`config.mk`:
```
export PLATFORM = sky130hd
export DESIGN_NAME = vdoc_top
export DESIGN_NICKNAME = d
export VERILOG_FILES = /design/src/vdoc_pkg.sv /design/src/vdoc_phase.sv /design/src/vdoc_top.sv
export SDC_FILE = /design/constraint.sdc
export NUM_CORES = 2
export LEC_CHECK = 0
export ABC_AREA = 0
export CAP_MARGIN = 20
export CORE_UTILIZATION = 45
export CTS_CLUSTER_SIZE = 10
export DETAILED_ROUTE_END_ITERATION = 7
export DONT_BUFFER_PORTS = 1
export GPL_TIMING_DRIVEN = 0
export HOLD_SLACK_MARGIN = 0.1
export SLEW_MARGIN = 10
export SYNTH_ARGS = -nofsm -noshare
export SYNTH_HDL_FRONTEND = slang
export SYNTH_SLANG_ARGS = --single-unit
```
`constraint.sdc`:
```
create_clock -name clk_i -period 18.4 [get_ports clk_i]
set_input_delay 0.92 -clock clk_i [delete_from_list [all_inputs] [get_ports clk_i]]
set_output_delay 0.92 -clock clk_i [all_outputs]
set_load 0.05 [all_outputs]
```
`src/vdoc_pkg.sv`:
```
// Shared constants and types of the voltage dependent overcurrent block
package vdoc_pkg;

	// Clock and millisecond tick
	localparam int CLK_PERIOD_NS = 10;
	localparam int MS_NS         = 1000000;
	localparam int MS_CYCLES     = MS_NS / CLK_PERIOD_NS;

	// Percentage scale of the reduced threshold
	localparam logic [6:0] PCT_SCALE = 7'h64;

	// Register byte offsets
	localparam logic [7:0] REG_CTRL       = 8'h00;
	localparam logic [7:0] REG_U_LOW      = 8'h04;
	localparam logic [7:0] REG_U_HIGH     = 8'h08;
	localparam logic [7:0] REG_IK_FACTOR  = 8'h0c;
	localparam logic [7:0] REG_PICKUP     = 8'h10;
	localparam logic [7:0] REG_DELAY      = 8'h14;
	localparam logic [7:0] REG_STATUS     = 8'h18;
	localparam logic [7:0] REG_IRQ_STATUS = 8'h1c;
	localparam logic [7:0] REG_IRQ_MASK   = 8'h20;

	// Control fields
	localparam int CTRL_EN_BIT   = 0;
	localparam int CTRL_MODE_BIT = 1;
	localparam int CTRL_LL_BIT   = 2;

	// Live status fields
	localparam int ST_START_LSB  = 0;
	localparam int ST_TRIP_LSB   = 3;
	localparam int ST_GSTART_BIT = 6;
	localparam int ST_GTRIP_BIT  = 7;

	// Interrupt status fields
	localparam int IRQ_START_LSB  = 0;
	localparam int IRQ_GSTART_BIT = 3;
	localparam int IRQ_GTRIP_BIT  = 4;
	localparam int IRQ_W          = 5;

	// Reset values
	localparam logic [2:0]  RST_CTRL   = 3'h0;
	localparam logic [6:0]  RST_U_LOW  = 7'h1e;
	localparam logic [6:0]  RST_U_HIGH = 7'h50;
	localparam logic [6:0]  RST_IK     = 7'h1e;
	localparam logic [11:0] RST_PICKUP = 12'h0c8;
	localparam logic [15:0] RST_DELAY  = 16'h0064;

	// Characteristic selection
	typedef enum logic {
		VDOC_RESTRAINED,
		VDOC_CONTROLLED
	} vdoc_mode_t;

endpackage : vdoc_pkg

```
`src/vdoc_phase.sv`:
```
// One phase: voltage dependent threshold and definite time delay
`timescale 1ns/1ps
module vdoc_phase
	import vdoc_pkg::*;
(
	input  wire logic        clk_i,
	input  wire logic        rst_i,
	input  wire logic        enable_i,
	input  vdoc_mode_t       mode_i,
	input  wire logic [15:0] cur_i,
	input  wire logic [15:0] volt_i,
	input  wire logic [6:0]  u_low_i,
	input  wire logic [6:0]  u_high_i,
	input  wire logic [6:0]  ik_i,
	input  wire logic [11:0] pickup_i,
	input  wire logic [15:0] delay_ms_i,
	input  wire logic        blocked_i,
	input  wire logic        ms_tick_i,
	output logic             operate_o,
	output logic             start_o,
	output logic             trip_o
);

	logic [6:0]  ik_eff;
	logic [6:0]  span;
	logic [15:0] above;
	logic [39:0] lhs;
	logic [39:0] rhs;
	logic [15:0] cnt;

	// A factor above full scale would bend the line downward
	assign ik_eff = (ik_i > PCT_SCALE) ? PCT_SCALE : ik_i;
	assign span   = (u_high_i > u_low_i) ? 7'(u_high_i - u_low_i) : 7'h00;
	assign above  = 16'(volt_i - {9'h000, u_low_i});

	// straight line, cross multiplied to avoid a divider
	assign lhs = 40'(cur_i) * 40'(PCT_SCALE) * 40'(span);
	assign rhs = 40'(pickup_i) * 40'(ik_eff) * 40'(span)
		+ 40'(pickup_i) * 40'(7'(PCT_SCALE - ik_eff)) * 40'(above);

	// Operate region of the current voltage/current point
	always_comb begin
		operate_o = 1'b0;
		if (enable_i) begin
			if (mode_i == VDOC_CONTROLLED) begin
				// constant threshold, low voltage only
				operate_o = (volt_i < 16'(u_low_i)) && (cur_i > 16'(pickup_i));
			end else if (volt_i >= 16'(u_high_i)) begin
				// full pickup above upper knee
				operate_o = cur_i > 16'(pickup_i);
			end else if (volt_i <= 16'(u_low_i) || span == 7'h00) begin
				// reduced threshold below lower knee
				operate_o = 40'(cur_i) * 40'(PCT_SCALE) > 40'(pickup_i) * 40'(ik_eff);
			end else begin
				// interpolated threshold
				operate_o = lhs > rhs;
			end
		end
	end

	// definite time delay, R14 cleared on leaving or block
	always_ff @(posedge clk_i) begin
		if (rst_i || !operate_o || blocked_i) begin
			cnt     <= 16'h0000;
			start_o <= 1'b0;
			trip_o  <= 1'b0;
		end else begin
			start_o <= 1'b1;
			if (ms_tick_i && cnt < delay_ms_i)
				cnt <= cnt + 16'h0001;
			trip_o <= cnt >= delay_ms_i;
		end
	end

endmodule : vdoc_phase

```
`src/vdoc_top.sv`:
```
// Voltage dependent overcurrent protection with Wishbone registers
// Summary of operation
// Restrained or controlled characteristic chosen by the mode setting.
// Threshold from fundamental voltages; fundamental currents compared against it.
// Voltage inputs are phase voltages or line-to-line voltages.
// Restrained, above upper knee: operate while current exceeds pickup.
// Restrained, below lower knee: threshold is pickup times factor over 100.
// Restrained, between knees: threshold interpolated along a straight line.
// Controlled: pickup threshold, operate only below lower knee.
// Operate region runs the definite time delay before a phase trips.
// Per-phase decisions; general start and trip are their OR.
// General trip when a phase exceeds threshold and its delay expired.
// User block or VT supervision block suppresses all starts and trips.
// Separate start outputs for phases one, two and three.
// Outside logic supplies a separate VT supervision block input.
// Phase timer and start clear on leaving region or blocking.
// General trip holds while a phase stays operated and expired.
//
// Our own choices: the Wishbone interface to the registers and the register offsets.
`timescale 1ns/1ps
module vdoc_top
	import vdoc_pkg::*;
#(
	parameter int TICK_CYCLES = MS_CYCLES
) (
	input  wire logic        clk_i,
	input  wire logic        rst_i,
	input  wire logic        wb_cyc_i,
	input  wire logic        wb_stb_i,
	input  wire logic        wb_we_i,
	input  wire logic [7:0]  wb_adr_i,
	input  wire logic [3:0]  wb_sel_i,
	input  wire logic [31:0] wb_dat_i,
	output logic      [31:0] wb_dat_o,
	output logic             wb_ack_o,
	input  wire logic [15:0] phase1_cur_i,
	input  wire logic [15:0] phase2_cur_i,
	input  wire logic [15:0] phase3_cur_i,
	input  wire logic [15:0] phase1_volt_i,
	input  wire logic [15:0] phase2_volt_i,
	input  wire logic [15:0] phase3_volt_i,
	input  wire logic [15:0] line12_volt_i,
	input  wire logic [15:0] line23_volt_i,
	input  wire logic [15:0] line31_volt_i,
	input  wire logic        user_block_in_i,
	input  wire logic        vt_supervision_block_in_i,
	output logic             phase1_start_out_o,
	output logic             phase2_start_out_o,
	output logic             phase3_start_out_o,
	output logic             general_start_out_o,
	output logic             general_trip_out_o,
	output logic             irq_o
);

	logic [2:0]         ctrl;
	logic [6:0]         u_low;
	logic [6:0]         u_high;
	logic [6:0]         ik_factor;
	logic [11:0]        pickup;
	logic [15:0]        delay_ms;
	logic [IRQ_W-1:0]   irq_status;
	logic [IRQ_W-1:0]   irq_mask;
	logic [IRQ_W-1:0]   irq_event;
	logic [IRQ_W-1:0]   irq_w1c;
	logic [15:0]        cur   [3];
	logic [15:0]        volt  [3];
	logic [2:0]         ph_operate;
	logic [2:0]         ph_start;
	logic [2:0]         ph_trip;
	logic [2:0]         start_q;
	logic [2:0]         trip_q;
	logic [2:0]         start_prev;
	logic               gstart_prev;
	logic               gtrip_prev;
	logic               blocked;
	logic               ms_tick;
	logic [16:0]        tick_cnt;
	logic               bus_req;
	logic               bus_wr;
	logic [7:0]         offs;
	logic [31:0]        next_rdata;
	vdoc_mode_t         mode;

	// Byte lane merge of a write into a register image
	function automatic logic [31:0] merge(input logic [31:0] old_v, input logic [31:0] new_v,
		input logic [3:0] sel);
		logic [31:0] res;
		res = old_v;
		for (int b = 0; b < 4; b++) begin
			if (sel[b])
				res[8*b +: 8] = new_v[8*b +: 8];
		end
		return res;
	endfunction : merge

	// Request decode; a new request is taken only while ack is low
	assign bus_req = wb_cyc_i && wb_stb_i && !wb_ack_o;
	assign bus_wr  = bus_req && wb_we_i;
	assign offs    = {wb_adr_i[7:2], 2'b00};
	assign mode    = ctrl[CTRL_MODE_BIT] ? VDOC_CONTROLLED : VDOC_RESTRAINED;

	// either blocking input suppresses the function
	// VT supervision has its own input
	assign blocked = user_block_in_i || vt_supervision_block_in_i;

	// fundamental magnitudes, R3 phase or line-to-line voltages
	assign cur[0]  = phase1_cur_i;
	assign cur[1]  = phase2_cur_i;
	assign cur[2]  = phase3_cur_i;
	assign volt[0] = ctrl[CTRL_LL_BIT] ? line12_volt_i : phase1_volt_i;
	assign volt[1] = ctrl[CTRL_LL_BIT] ? line23_volt_i : phase2_volt_i;
	assign volt[2] = ctrl[CTRL_LL_BIT] ? line31_volt_i : phase3_volt_i;

	// Millisecond tick shared by the three delay timers
	always_ff @(posedge clk_i) begin
		if (rst_i) begin
			tick_cnt <= 17'h00000;
			ms_tick  <= 1'b0;
		end else if (tick_cnt == 17'(TICK_CYCLES - 1)) begin
			tick_cnt <= 17'h00000;
			ms_tick  <= 1'b1;
		end else begin
			tick_cnt <= tick_cnt + 17'h00001;
			ms_tick  <= 1'b0;
		end
	end

	// mode steers each phase, R9 separate phase decisions
	for (genvar p = 0; p < 3; p++) begin : g_phase
		vdoc_phase u_phase (
			.clk_i      (clk_i),
			.rst_i      (rst_i),
			.enable_i   (ctrl[CTRL_EN_BIT]),
			.mode_i     (mode),
			.cur_i      (cur[p]),
			.volt_i     (volt[p]),
			.u_low_i    (u_low),
			.u_high_i   (u_high),
			.ik_i       (ik_factor),
			.pickup_i   (pickup),
			.delay_ms_i (delay_ms),
			.blocked_i  (blocked),
			.ms_tick_i  (ms_tick),
			.operate_o  (ph_operate[p]),
			.start_o    (ph_start[p]),
			.trip_o     (ph_trip[p])
		);
	end

	// phase starts, R9 general OR, R11 gated by block
	always_ff @(posedge clk_i) begin
		if (rst_i || blocked) begin
			start_q             <= 3'h0;
			trip_q              <= 3'h0;
			general_start_out_o <= 1'b0;
			general_trip_out_o  <= 1'b0;
		end else begin
			start_q             <= ph_start;
			trip_q              <= ph_trip;
			general_start_out_o <= |ph_start;
			// trip once a phase delay expired, R15 held while it lasts
			general_trip_out_o  <= |ph_trip;
		end
	end

	assign phase1_start_out_o = start_q[0];
	assign phase2_start_out_o = start_q[1];
	assign phase3_start_out_o = start_q[2];

	// Rising edges of the outputs are the interrupt events
	always_ff @(posedge clk_i) begin
		if (rst_i) begin
			start_prev  <= 3'h0;
			gstart_prev <= 1'b0;
			gtrip_prev  <= 1'b0;
		end else begin
			start_prev  <= start_q;
			gstart_prev <= general_start_out_o;
			gtrip_prev  <= general_trip_out_o;
		end
	end

	assign irq_event[IRQ_START_LSB +: 3] = start_q & ~start_prev;
	assign irq_event[IRQ_GSTART_BIT]     = general_start_out_o && !gstart_prev;
	assign irq_event[IRQ_GTRIP_BIT]      = general_trip_out_o && !gtrip_prev;
	assign irq_w1c = (bus_wr && offs == REG_IRQ_STATUS && wb_sel_i[0]) ? wb_dat_i[IRQ_W-1:0]
		: '0;

	// Sticky status; an event in the clearing cycle survives
	always_ff @(posedge clk_i) begin
		if (rst_i)
			irq_status <= '0;
		else
			irq_status <= (irq_status & ~irq_w1c) | irq_event;
	end

	// Level interrupt from unmasked sticky bits
	always_ff @(posedge clk_i) begin
		if (rst_i)
			irq_o <= 1'b0;
		else
			irq_o <= |(((irq_status & ~irq_w1c) | irq_event) & irq_mask);
	end

	// Settings registers written with byte enables
	always_ff @(posedge clk_i) begin
		if (rst_i) begin
			ctrl      <= RST_CTRL;
			u_low     <= RST_U_LOW;
			u_high    <= RST_U_HIGH;
			ik_factor <= RST_IK;
			pickup    <= RST_PICKUP;
			delay_ms  <= RST_DELAY;
			irq_mask  <= '0;
		end else if (bus_wr) begin
			unique case (offs)
				REG_CTRL:      ctrl      <= 3'(merge(32'(ctrl), wb_dat_i, wb_sel_i));
				REG_U_LOW:     u_low     <= 7'(merge(32'(u_low), wb_dat_i, wb_sel_i));
				REG_U_HIGH:    u_high    <= 7'(merge(32'(u_high), wb_dat_i, wb_sel_i));
				REG_IK_FACTOR: ik_factor <= 7'(merge(32'(ik_factor), wb_dat_i, wb_sel_i));
				REG_PICKUP:    pickup    <= 12'(merge(32'(pickup), wb_dat_i, wb_sel_i));
				REG_DELAY:     delay_ms  <= 16'(merge(32'(delay_ms), wb_dat_i, wb_sel_i));
				REG_IRQ_MASK:  irq_mask  <= IRQ_W'(merge(32'(irq_mask), wb_dat_i, wb_sel_i));
				default: ;
			endcase
		end
	end

	// Read mux; unmapped offsets read zero
	always_comb begin
		next_rdata = 32'h0000_0000;
		unique case (offs)
			REG_CTRL:       next_rdata = 32'(ctrl);
			REG_U_LOW:      next_rdata = 32'(u_low);
			REG_U_HIGH:     next_rdata = 32'(u_high);
			REG_IK_FACTOR:  next_rdata = 32'(ik_factor);
			REG_PICKUP:     next_rdata = 32'(pickup);
			REG_DELAY:      next_rdata = 32'(delay_ms);
			REG_STATUS: begin
				next_rdata[ST_START_LSB +: 3] = start_q;
				next_rdata[ST_TRIP_LSB +: 3]  = trip_q;
				next_rdata[ST_GSTART_BIT]     = general_start_out_o;
				next_rdata[ST_GTRIP_BIT]      = general_trip_out_o;
			end
			REG_IRQ_STATUS: next_rdata = 32'(irq_status);
			REG_IRQ_MASK:   next_rdata = 32'(irq_mask);
			default:        next_rdata = 32'h0000_0000;
		endcase
	end

	// One wait state: ack the cycle after the strobe, every offset
	always_ff @(posedge clk_i) begin
		if (rst_i) begin
			wb_ack_o <= 1'b0;
			wb_dat_o <= 32'h0000_0000;
		end else begin
			wb_ack_o <= bus_req;
			if (bus_req && !wb_we_i)
				wb_dat_o <= next_rdata;
		end
	end

	// Helper: ms ticks seen while phase one sits unblocked in its operate region
	logic [15:0] chk_ticks;
	always_ff @(posedge clk_i) begin
		if (rst_i || !ph_operate[0] || blocked)
			chk_ticks <= 16'h0000;
		else if (ms_tick && chk_ticks != 16'hffff)
			chk_ticks <= chk_ticks + 16'h0001;
	end
endmodule : vdoc_top

```
Word-level counts from Yosys, hierarchy flattened
Index checks and enable logic that the tools add are counted.
W data, S select, Z words.
{"block": "word_totals", "ff_bits": 181, "in_bits": 195}
{"block": "classes", "add_sub_neg": 12, "n_mul": 12, "order_cmp": 26, "n_eq_ne": 9, "n_mux": 25, "n_bitwise": 6, "n_reduce_logical": 47}
{"operator": "$gt A30 B40 Y1", "count": 3}
{"operator": "$add A26 B35 Y36", "count": 3}
{"operator": "$mul A19 B16 Y35", "count": 3}
{"operator": "$mul A21 B7 Y28", "count": 3}
{"operator": "$pmux W8 S9", "count": 1}
{"operator": "$gt A23 B19 Y1", "count": 3}
{"operator": "$mul A16 B5 Y21 const B", "count": 3}
{"operator": "$add A16 B1 Y16 const B", "count": 3}
{"operator": "$ge A16 B16 Y1", "count": 3}
{"operator": "$ge A16 B7 Y1", "count": 3}
{"operator": "$gt A16 B12 Y1", "count": 3}
{"operator": "$le A16 B7 Y1", "count": 3}
{"operator": "$lt A16 B16 Y1", "count": 3}
{"operator": "$lt A16 B7 Y1", "count": 3}
{"operator": "$mux W16", "count": 3}
{"operator": "$sub A16 B7 Y16", "count": 3}
{"operator": "$mul A12 B7 Y19", "count": 2}
{"operator": "$reduce_and A3 Y1", "count": 9}
{"operator": "$mul A19 B7 Y26", "count": 1}
{"operator": "$eq A6 B3 Y1 const B", "count": 4}
{"operator": "$add A17 B1 Y17 const B", "count": 1}
{"operator": "$eq A17 B17 Y1 const B", "count": 1}
{"operator": "$mux W1", "count": 17}
{"operator": "$pmux W8 S2", "count": 1}
{"operator": "22 further kinds", "count": 55}

Longest topological paths before layout
{"block": "logic_depth", "ltp_word": 15, "ltp_mapped": 69}

By module
A second synthesis with hierarchy kept.
{"block": "hier_totals", "hier_cells": 11127, "hier_area_um2": 93263.2}
{"module": "vdoc_phase (g_phase[1].u_phase)", "n_inst": 1, "cells_each": 3667, "area_each_um2": 30257.8}
{"module": "vdoc_phase (g_phase[0].u_phase)", "n_inst": 1, "cells_each": 3480, "area_each_um2": 28919.0}
{"module": "vdoc_phase (g_phase[2].u_phase)", "n_inst": 1, "cells_each": 3417, "area_each_um2": 28875.2}
{"module": "vdoc_top", "n_inst": 1, "cells_each": 563, "area_each_um2": 5211.2}

Worst setup path after synthesis
Ideal clock, no wire load.
{"block": "synth_timing", "path_type": "register -> register", "from": "reg ik_factor[3]", "to": "reg g_phase[2].u_phase.cnt[11]", "setup_ns": 0.064, "t_arrival_ns": 14.814, "path_slack_ns": 3.522, "path_stages_with_launch": 68, "period_less_slack_ns": 14.878, "cell_sequence": "dfxtp_1 > clkbuf_1 > nor2_1 > and2_1 > nor2_1 > nor2_1 > clkbuf_1 > nor2_1 > fa_1 > inv_1 > fa_1 > inv_1 > fa_1 > inv_1 > fa_1 > inv_1 > ha_1 > a21boi_0 > [... 32 more ...] > a41o_1 > nor2_1 > o21bai_1 > a21o_1 > a21oi_1 > xor2_1 > ha_1 > a211oi_1 > nand2_1 > o2111ai_1 > a2111oi_0 > o2111ai_1 > a211oi_1 > nand2_1 > nor4_1 > o211ai_2 > buf_6 > nor2_1"}
{"block": "synth_via", "elab_chain_len": 14, "elab_cells_between_ends": 17, "cone_classes": "add/sub (2); mul (4); order compare (3); mux (5); reduce/logical (3)"}
{"element": "from (decl)", "line_no": "vdoc_top.sv:58", "source": "logic [6:0] ik_factor;"}
{"element": "from (signal assigned)", "line_no": "vdoc_top.sv:220", "source": "REG_IK_FACTOR: ik_factor <= 7'(merge(32'(ik_factor), wb_dat_i, wb_sel_i));"}
{"element": "$gt A7 B7 Y1", "line_no": "vdoc_phase.sv:32", "source": "assign ik_eff = (ik_i > PCT_SCALE) ? PCT_SCALE : ik_i;"}
{"element": "$mux W7 *", "line_no": "vdoc_phase.sv:32"}
{"element": "$sub A7 B7 Y7", "line_no": "vdoc_phase.sv:39", "source": "+ 40'(pickup_i) * 40'(7'(PCT_SCALE - ik_eff)) * 40'(above);"}
{"element": "$mul A12 B7 Y19", "line_no": "vdoc_phase.sv:39"}
{"element": "$mul A19 B16 Y35", "line_no": "vdoc_phase.sv:39"}
{"element": "$add A26 B35 Y36", "line_no": "vdoc_phase.sv:39"}
{"element": "$gt A30 B40 Y1", "line_no": "vdoc_phase.sv:56", "source": "operate_o = lhs > rhs;"}
{"element": "$mux W1 *", "line_no": "vdoc_phase.sv:51", "source": "end else if (volt_i <= 16'(u_low_i) || span == 7'h00) begin"}
{"element": "$mux W1 *", "line_no": "vdoc_phase.sv:48", "source": "end else if (volt_i >= 16'(u_high_i)) begin"}
{"element": "$mux W1 *", "line_no": "vdoc_phase.sv:45", "source": "if (mode_i == VDOC_CONTROLLED) begin"}
{"element": "$mux W1 *", "line_no": "vdoc_phase.sv:44", "source": "if (enable_i) begin"}
{"element": "$logic_not A1 Y1 *", "line_no": "vdoc_phase.sv:63", "source": "if (rst_i || !operate_o || blocked_i) begin"}
{"element": "$logic_or A1 B1 Y1 * (2 in series)", "line_no": "vdoc_phase.sv:63"}
{"element": "to (signal assigned)", "line_no": "vdoc_phase.sv:70", "source": "cnt <= cnt + 16'h0001;"}
{"element": "to (decl)", "line_no": "vdoc_phase.sv:29", "source": "logic [15:0] cnt;"}
Every way passes the cells marked *; elsewhere a longest branch is shown, timed or not.
A chain may end at the register's enable or synchronous reset.

Final worst setup path
{"block": "layout_timing", "from": "reg ik_factor[3]", "to": "reg g_phase[1].u_phase.cnt[14]"}
{"block": "layout_via", "elab_chain_len": 14, "elab_cells_between_ends": 17, "cone_classes": "add/sub (2); mul (4); order compare (3); mux (5); reduce/logical (3)"}
{"element": "$gt A7 B7 Y1", "line_no": "vdoc_phase.sv:32"}
{"element": "$mux W7 *", "line_no": "vdoc_phase.sv:32"}
{"element": "$sub A7 B7 Y7", "line_no": "vdoc_phase.sv:39"}
{"element": "$mul A12 B7 Y19", "line_no": "vdoc_phase.sv:39"}
{"element": "$mul A19 B16 Y35", "line_no": "vdoc_phase.sv:39"}
{"element": "$add A26 B35 Y36", "line_no": "vdoc_phase.sv:39"}
{"element": "$gt A30 B40 Y1", "line_no": "vdoc_phase.sv:56"}
{"element": "$mux W1 *", "line_no": "vdoc_phase.sv:51"}
{"element": "$mux W1 *", "line_no": "vdoc_phase.sv:48"}
{"element": "$mux W1 *", "line_no": "vdoc_phase.sv:45"}
{"element": "$mux W1 *", "line_no": "vdoc_phase.sv:44"}
{"element": "$logic_not A1 Y1 *", "line_no": "vdoc_phase.sv:63"}
{"element": "$logic_or A1 B1 Y1 * (2 in series)", "line_no": "vdoc_phase.sv:63"}
{"element": "to (signal assigned)", "line_no": "vdoc_phase.sv:70"}
{"element": "to (decl)", "line_no": "vdoc_phase.sv:29"}
Marks and branches as above.

==> impl_metrics.csv <==
group,metric,value,unit
clock_network,cts_made_buffers,17,
timing,report.final.slew_viol_count,0,
route,drc,0,
worst_setup_path,timing.rr.start,"ik_factor[3]",
finish,synthToLayoutAreaGrowth,5.98,%
yosys,synthesis.instances,8769,
worst_setup_path,critical_path.startpoint_type,"flip-flop",
yosys,netlist_area,73600,um^2
yosys,synth-seq-cells,165,
run_status,run_status,"completed",
place,gpl.final_weighted_congestion,1.01,
clock_network,clkSlewWorstSetupHoldPaths,0.07,ns
floorplan,die-height,407,um
clock_network,cts-htree-levels,4,
timing,holdWs,0.466,ns
global_routing,antenna_violations_before_repair,15,
yosys,ys_warn_count,0,
yosys,synthFlopType,"dfxtp_1",
route,drt-initial-drc-count,4480,
global_routing,grt_start_max_net_pins,17,
worst_setup_path,worstPathRequired,18.78,ns
worst_setup_path,crit_type,"reg2reg",
global_routing,number_of_global_route_vias_before_repair,63400,
worst_hold_path,min-delay-path-class,"reg2reg",
yosys,synth_sequential_area_ratio,0.0449,
global_routing,grt_remaining_overflow,0,
clock_network,sink_count,165,
yosys,synth_top_cells_by_area,"fa_1 35%, ha_1 18%, inv_1 8.1%",
finish,layout_common_cells,"1582 x inv_1, 1290 x fa_1, 1235 x nand2_1, 1033 x ha_1, 667 x nor2_1",
worst_setup_path,timing.critical_path.from,"ik_factor[3]",
finish,layoutNonFillerInstCount,11000,
floorplan,core_area,163000,um^2
timing,setup_viol,0,
route,vias,61700,
route,drt_first_pass_iters,7,
yosys,syn-mean-instance-area,8.40,um^2
worst_setup_path,timing.critical_path.arrival,18.27,ns
yosys,yosys.area.top_type,"fa_1",
timing,worst_slew_pin_slew,1.27,ns
worst_setup_path,critical-path-top-cell-by-count,"fa_1",
yosys,yosysTopAreaCellShare,0.351,
worst_setup_path,timing.reg2reg.worst_path_depth,57,
worst_setup_path,critical-path-max-stage-delay,0.69,ns
timing,timing.final.hold_violations,0,
clock_network,max-clock-path-buffers,2,
place,portBuffers,0,
clock_network,cts_root_buffer,"clkbuf_16",
yosys,synth_edf_count,0,
flow_run,max-cap-violations,0,
floorplan,initial_standard_cell_utilization_of_the_core,0.453,
clock_network,worstSkewPairLatency,0.44,ns
finish,mostFrequentLayoutCell,"inv_1",
floorplan,row_cnt,148,
timing,worst_clock_skew,0.0106,ns
worst_setup_path,setup.worst_path.end_class,"flip-flop",
route,antenna_left,0,
global_routing,track_usage,0.311,
clock_network,cts_tree,"built",
yosys,synthDistinctLibCells,112,
place,dpl.hpwl,219000,um
finish,num-nets-final,11400,
worst_setup_path,critPathCapture,"g_phase[1].u_phase.cnt[14]",
route,finalWirelength,254000,um
route,wl_per_cell,23.0,um
floorplan,die_width,407,um
worst_setup_path,crit_path_top_delay_cell,"xor2_1",
worst_setup_path,timing.rr.end,"g_phase[1].u_phase.cnt[14]",
finish,fin_util,0.480,
worst_setup_path,crit_fanout,10,
route,post_drt_via_cell_ratio,5.58,
floorplan,fp.dieArea,165000,um^2
worst_setup_path,worst-r2r-setup-slack,0.52,ns
finish,post_route_cells_drive_above_1_share,0.0359,
global_routing,global_route_wire_length_before_repair,385000,um
floorplan,boundaryPins,234,
timing,fin_crit,17.88,ns
timing,timing.max_slew.rel_slack,0.146,
timing,achievable-frequency,55.9,MHz
yosys,synth-async-reset-ratio,0,
timing,timing.final.crit_share,0.972,
place,place_inst,11000,
==> final cells by class <==
cell class	count	area, um^2
fillers	16100	84500
multi-input cells	6721	63500
inverters	1587	5960
flip-flops and latches	165	3300
well taps	2175	2720
plain buffers	308	1320
repair buffers	54	587
clock buffers	20	457
clock inverters	12	143
diodes	5	12.5
==> worst max-delay path: cells and delay by family, from the launching register on <==
kind            cells  cell delay, ns
compound gates     16            4.66
xor+xnor            2            1.33
fa+ha+maj          14            6.22
buf+inv            12            2.72
flops               1            0.43
mux                 2            0.30
simple gates       11            2.11
==> cells in the mapped netlist, types with 30 or more instances <==
library cell     n
a211oi_1        33
a21o_1         145
a21oi_1        313
and2_1         192
and3_1          64
clkbuf_1       248
dfxtp_1        165
fa_1          1290
ha_1          1033
inv_1         1583
mux2i_1         68
nand2_1       1235
nand2b_1       142
nand3_1        113
nand4_1         67
nor2_1         668
nor2b_1         95
nor3_1         112
o21a_1          75
o21ai_0        193
or2_2           35
or3_1           30
xnor2_1        212
xor2_1         134
==> what timing repair did <==
item,4_1_cts,5_1_grt
setup endpoints to repair,39,54
setup buffers,0,2
resized for setup,4,46
hold buffers,0,0
pin swaps,0,2
==> worst min path at each step <==
stage	depth (start not counted)	startpoint	slack, ns	to
floorplan	1	tick_cnt[0]	0.43	tick_cnt[0]
global placement	1	tick_cnt[0]	0.44	tick_cnt[0]
detailed placement	1	g_phase[1].u_phase.start_o	0.46	start_q[1]
CTS	1	g_phase[1].u_phase.start_o	0.47	start_q[1]
global route	1	g_phase[1].u_phase.start_o	0.49	start_q[1]
finish	1	tick_cnt[0]	0.47	tick_cnt[0]
==> routing by layer <==
metal	global-route usage	wire length (um)	vias to the layer above
li1	-	-	28000
met1	0.405	104000	30900
met2	0.493	113000	2328
met3	0.0602	21300	497
met4	0.157	15500	10
met5	0	54	-
==> sequential cells by signal, indices dropped and copies added, names as in the netlist, 3 cells and up <==
register                 cells
tick_cnt                    17
u_low                        7
start_q                      3
delay_ms                    16
start_prev                   3
g_phase.u_phase.start_o      3
pickup                      12
g_phase.u_phase.cnt         48
ctrl                         3
ik_factor                    7
u_high                       7
irq_mask                     5
trip_q                       3
g_phase.u_phase.trip_o       3
irq_status                   5
wb_dat_o                    16
==> through the flow <==
| stage | setup WS, ns | area, um^2 | setup TNS (ns) |
|---|---|---|---|
| 2_1_floorplan | 3.52 | 73700 | 0 |
| 5_1_grt | -0.0176 | 78000 | -0.0588 |
| 4_1_cts | 0.0535 | 77800 | 0 |
| 6_report | 0.518 | 78000 | 0 |
| 3_5_place_dp | -0.645 | 77200 | -10.64 |
| 3_3_place_gp | -1.32 | 76400 | -53.27 |
==> cell families (layout without fill, tap and decap cells) <==
family / after synthesis / count (layout) / share of synthesized area
other: 1 / 21 / 0.0000509
buffers and inverters: 1898 / 1981 / 0.0986
XOR/XNOR: 347 / 347 / 0.0414
AO/OA/AOI/OAI: 1091 / 1091 / 0.0987
adder cells (fa/ha/maj): 2323 / 2323 / 0.526
AND/OR/NAND/NOR: 2848 / 2848 / 0.176
flip-flops: 165 / 165 / 0.0449
multiplexers: 96 / 96 / 0.0138
Power is left out: the tool's default activity adds up to more than one toggle a clock period on the data nets, which glitch-free logic cannot reach.
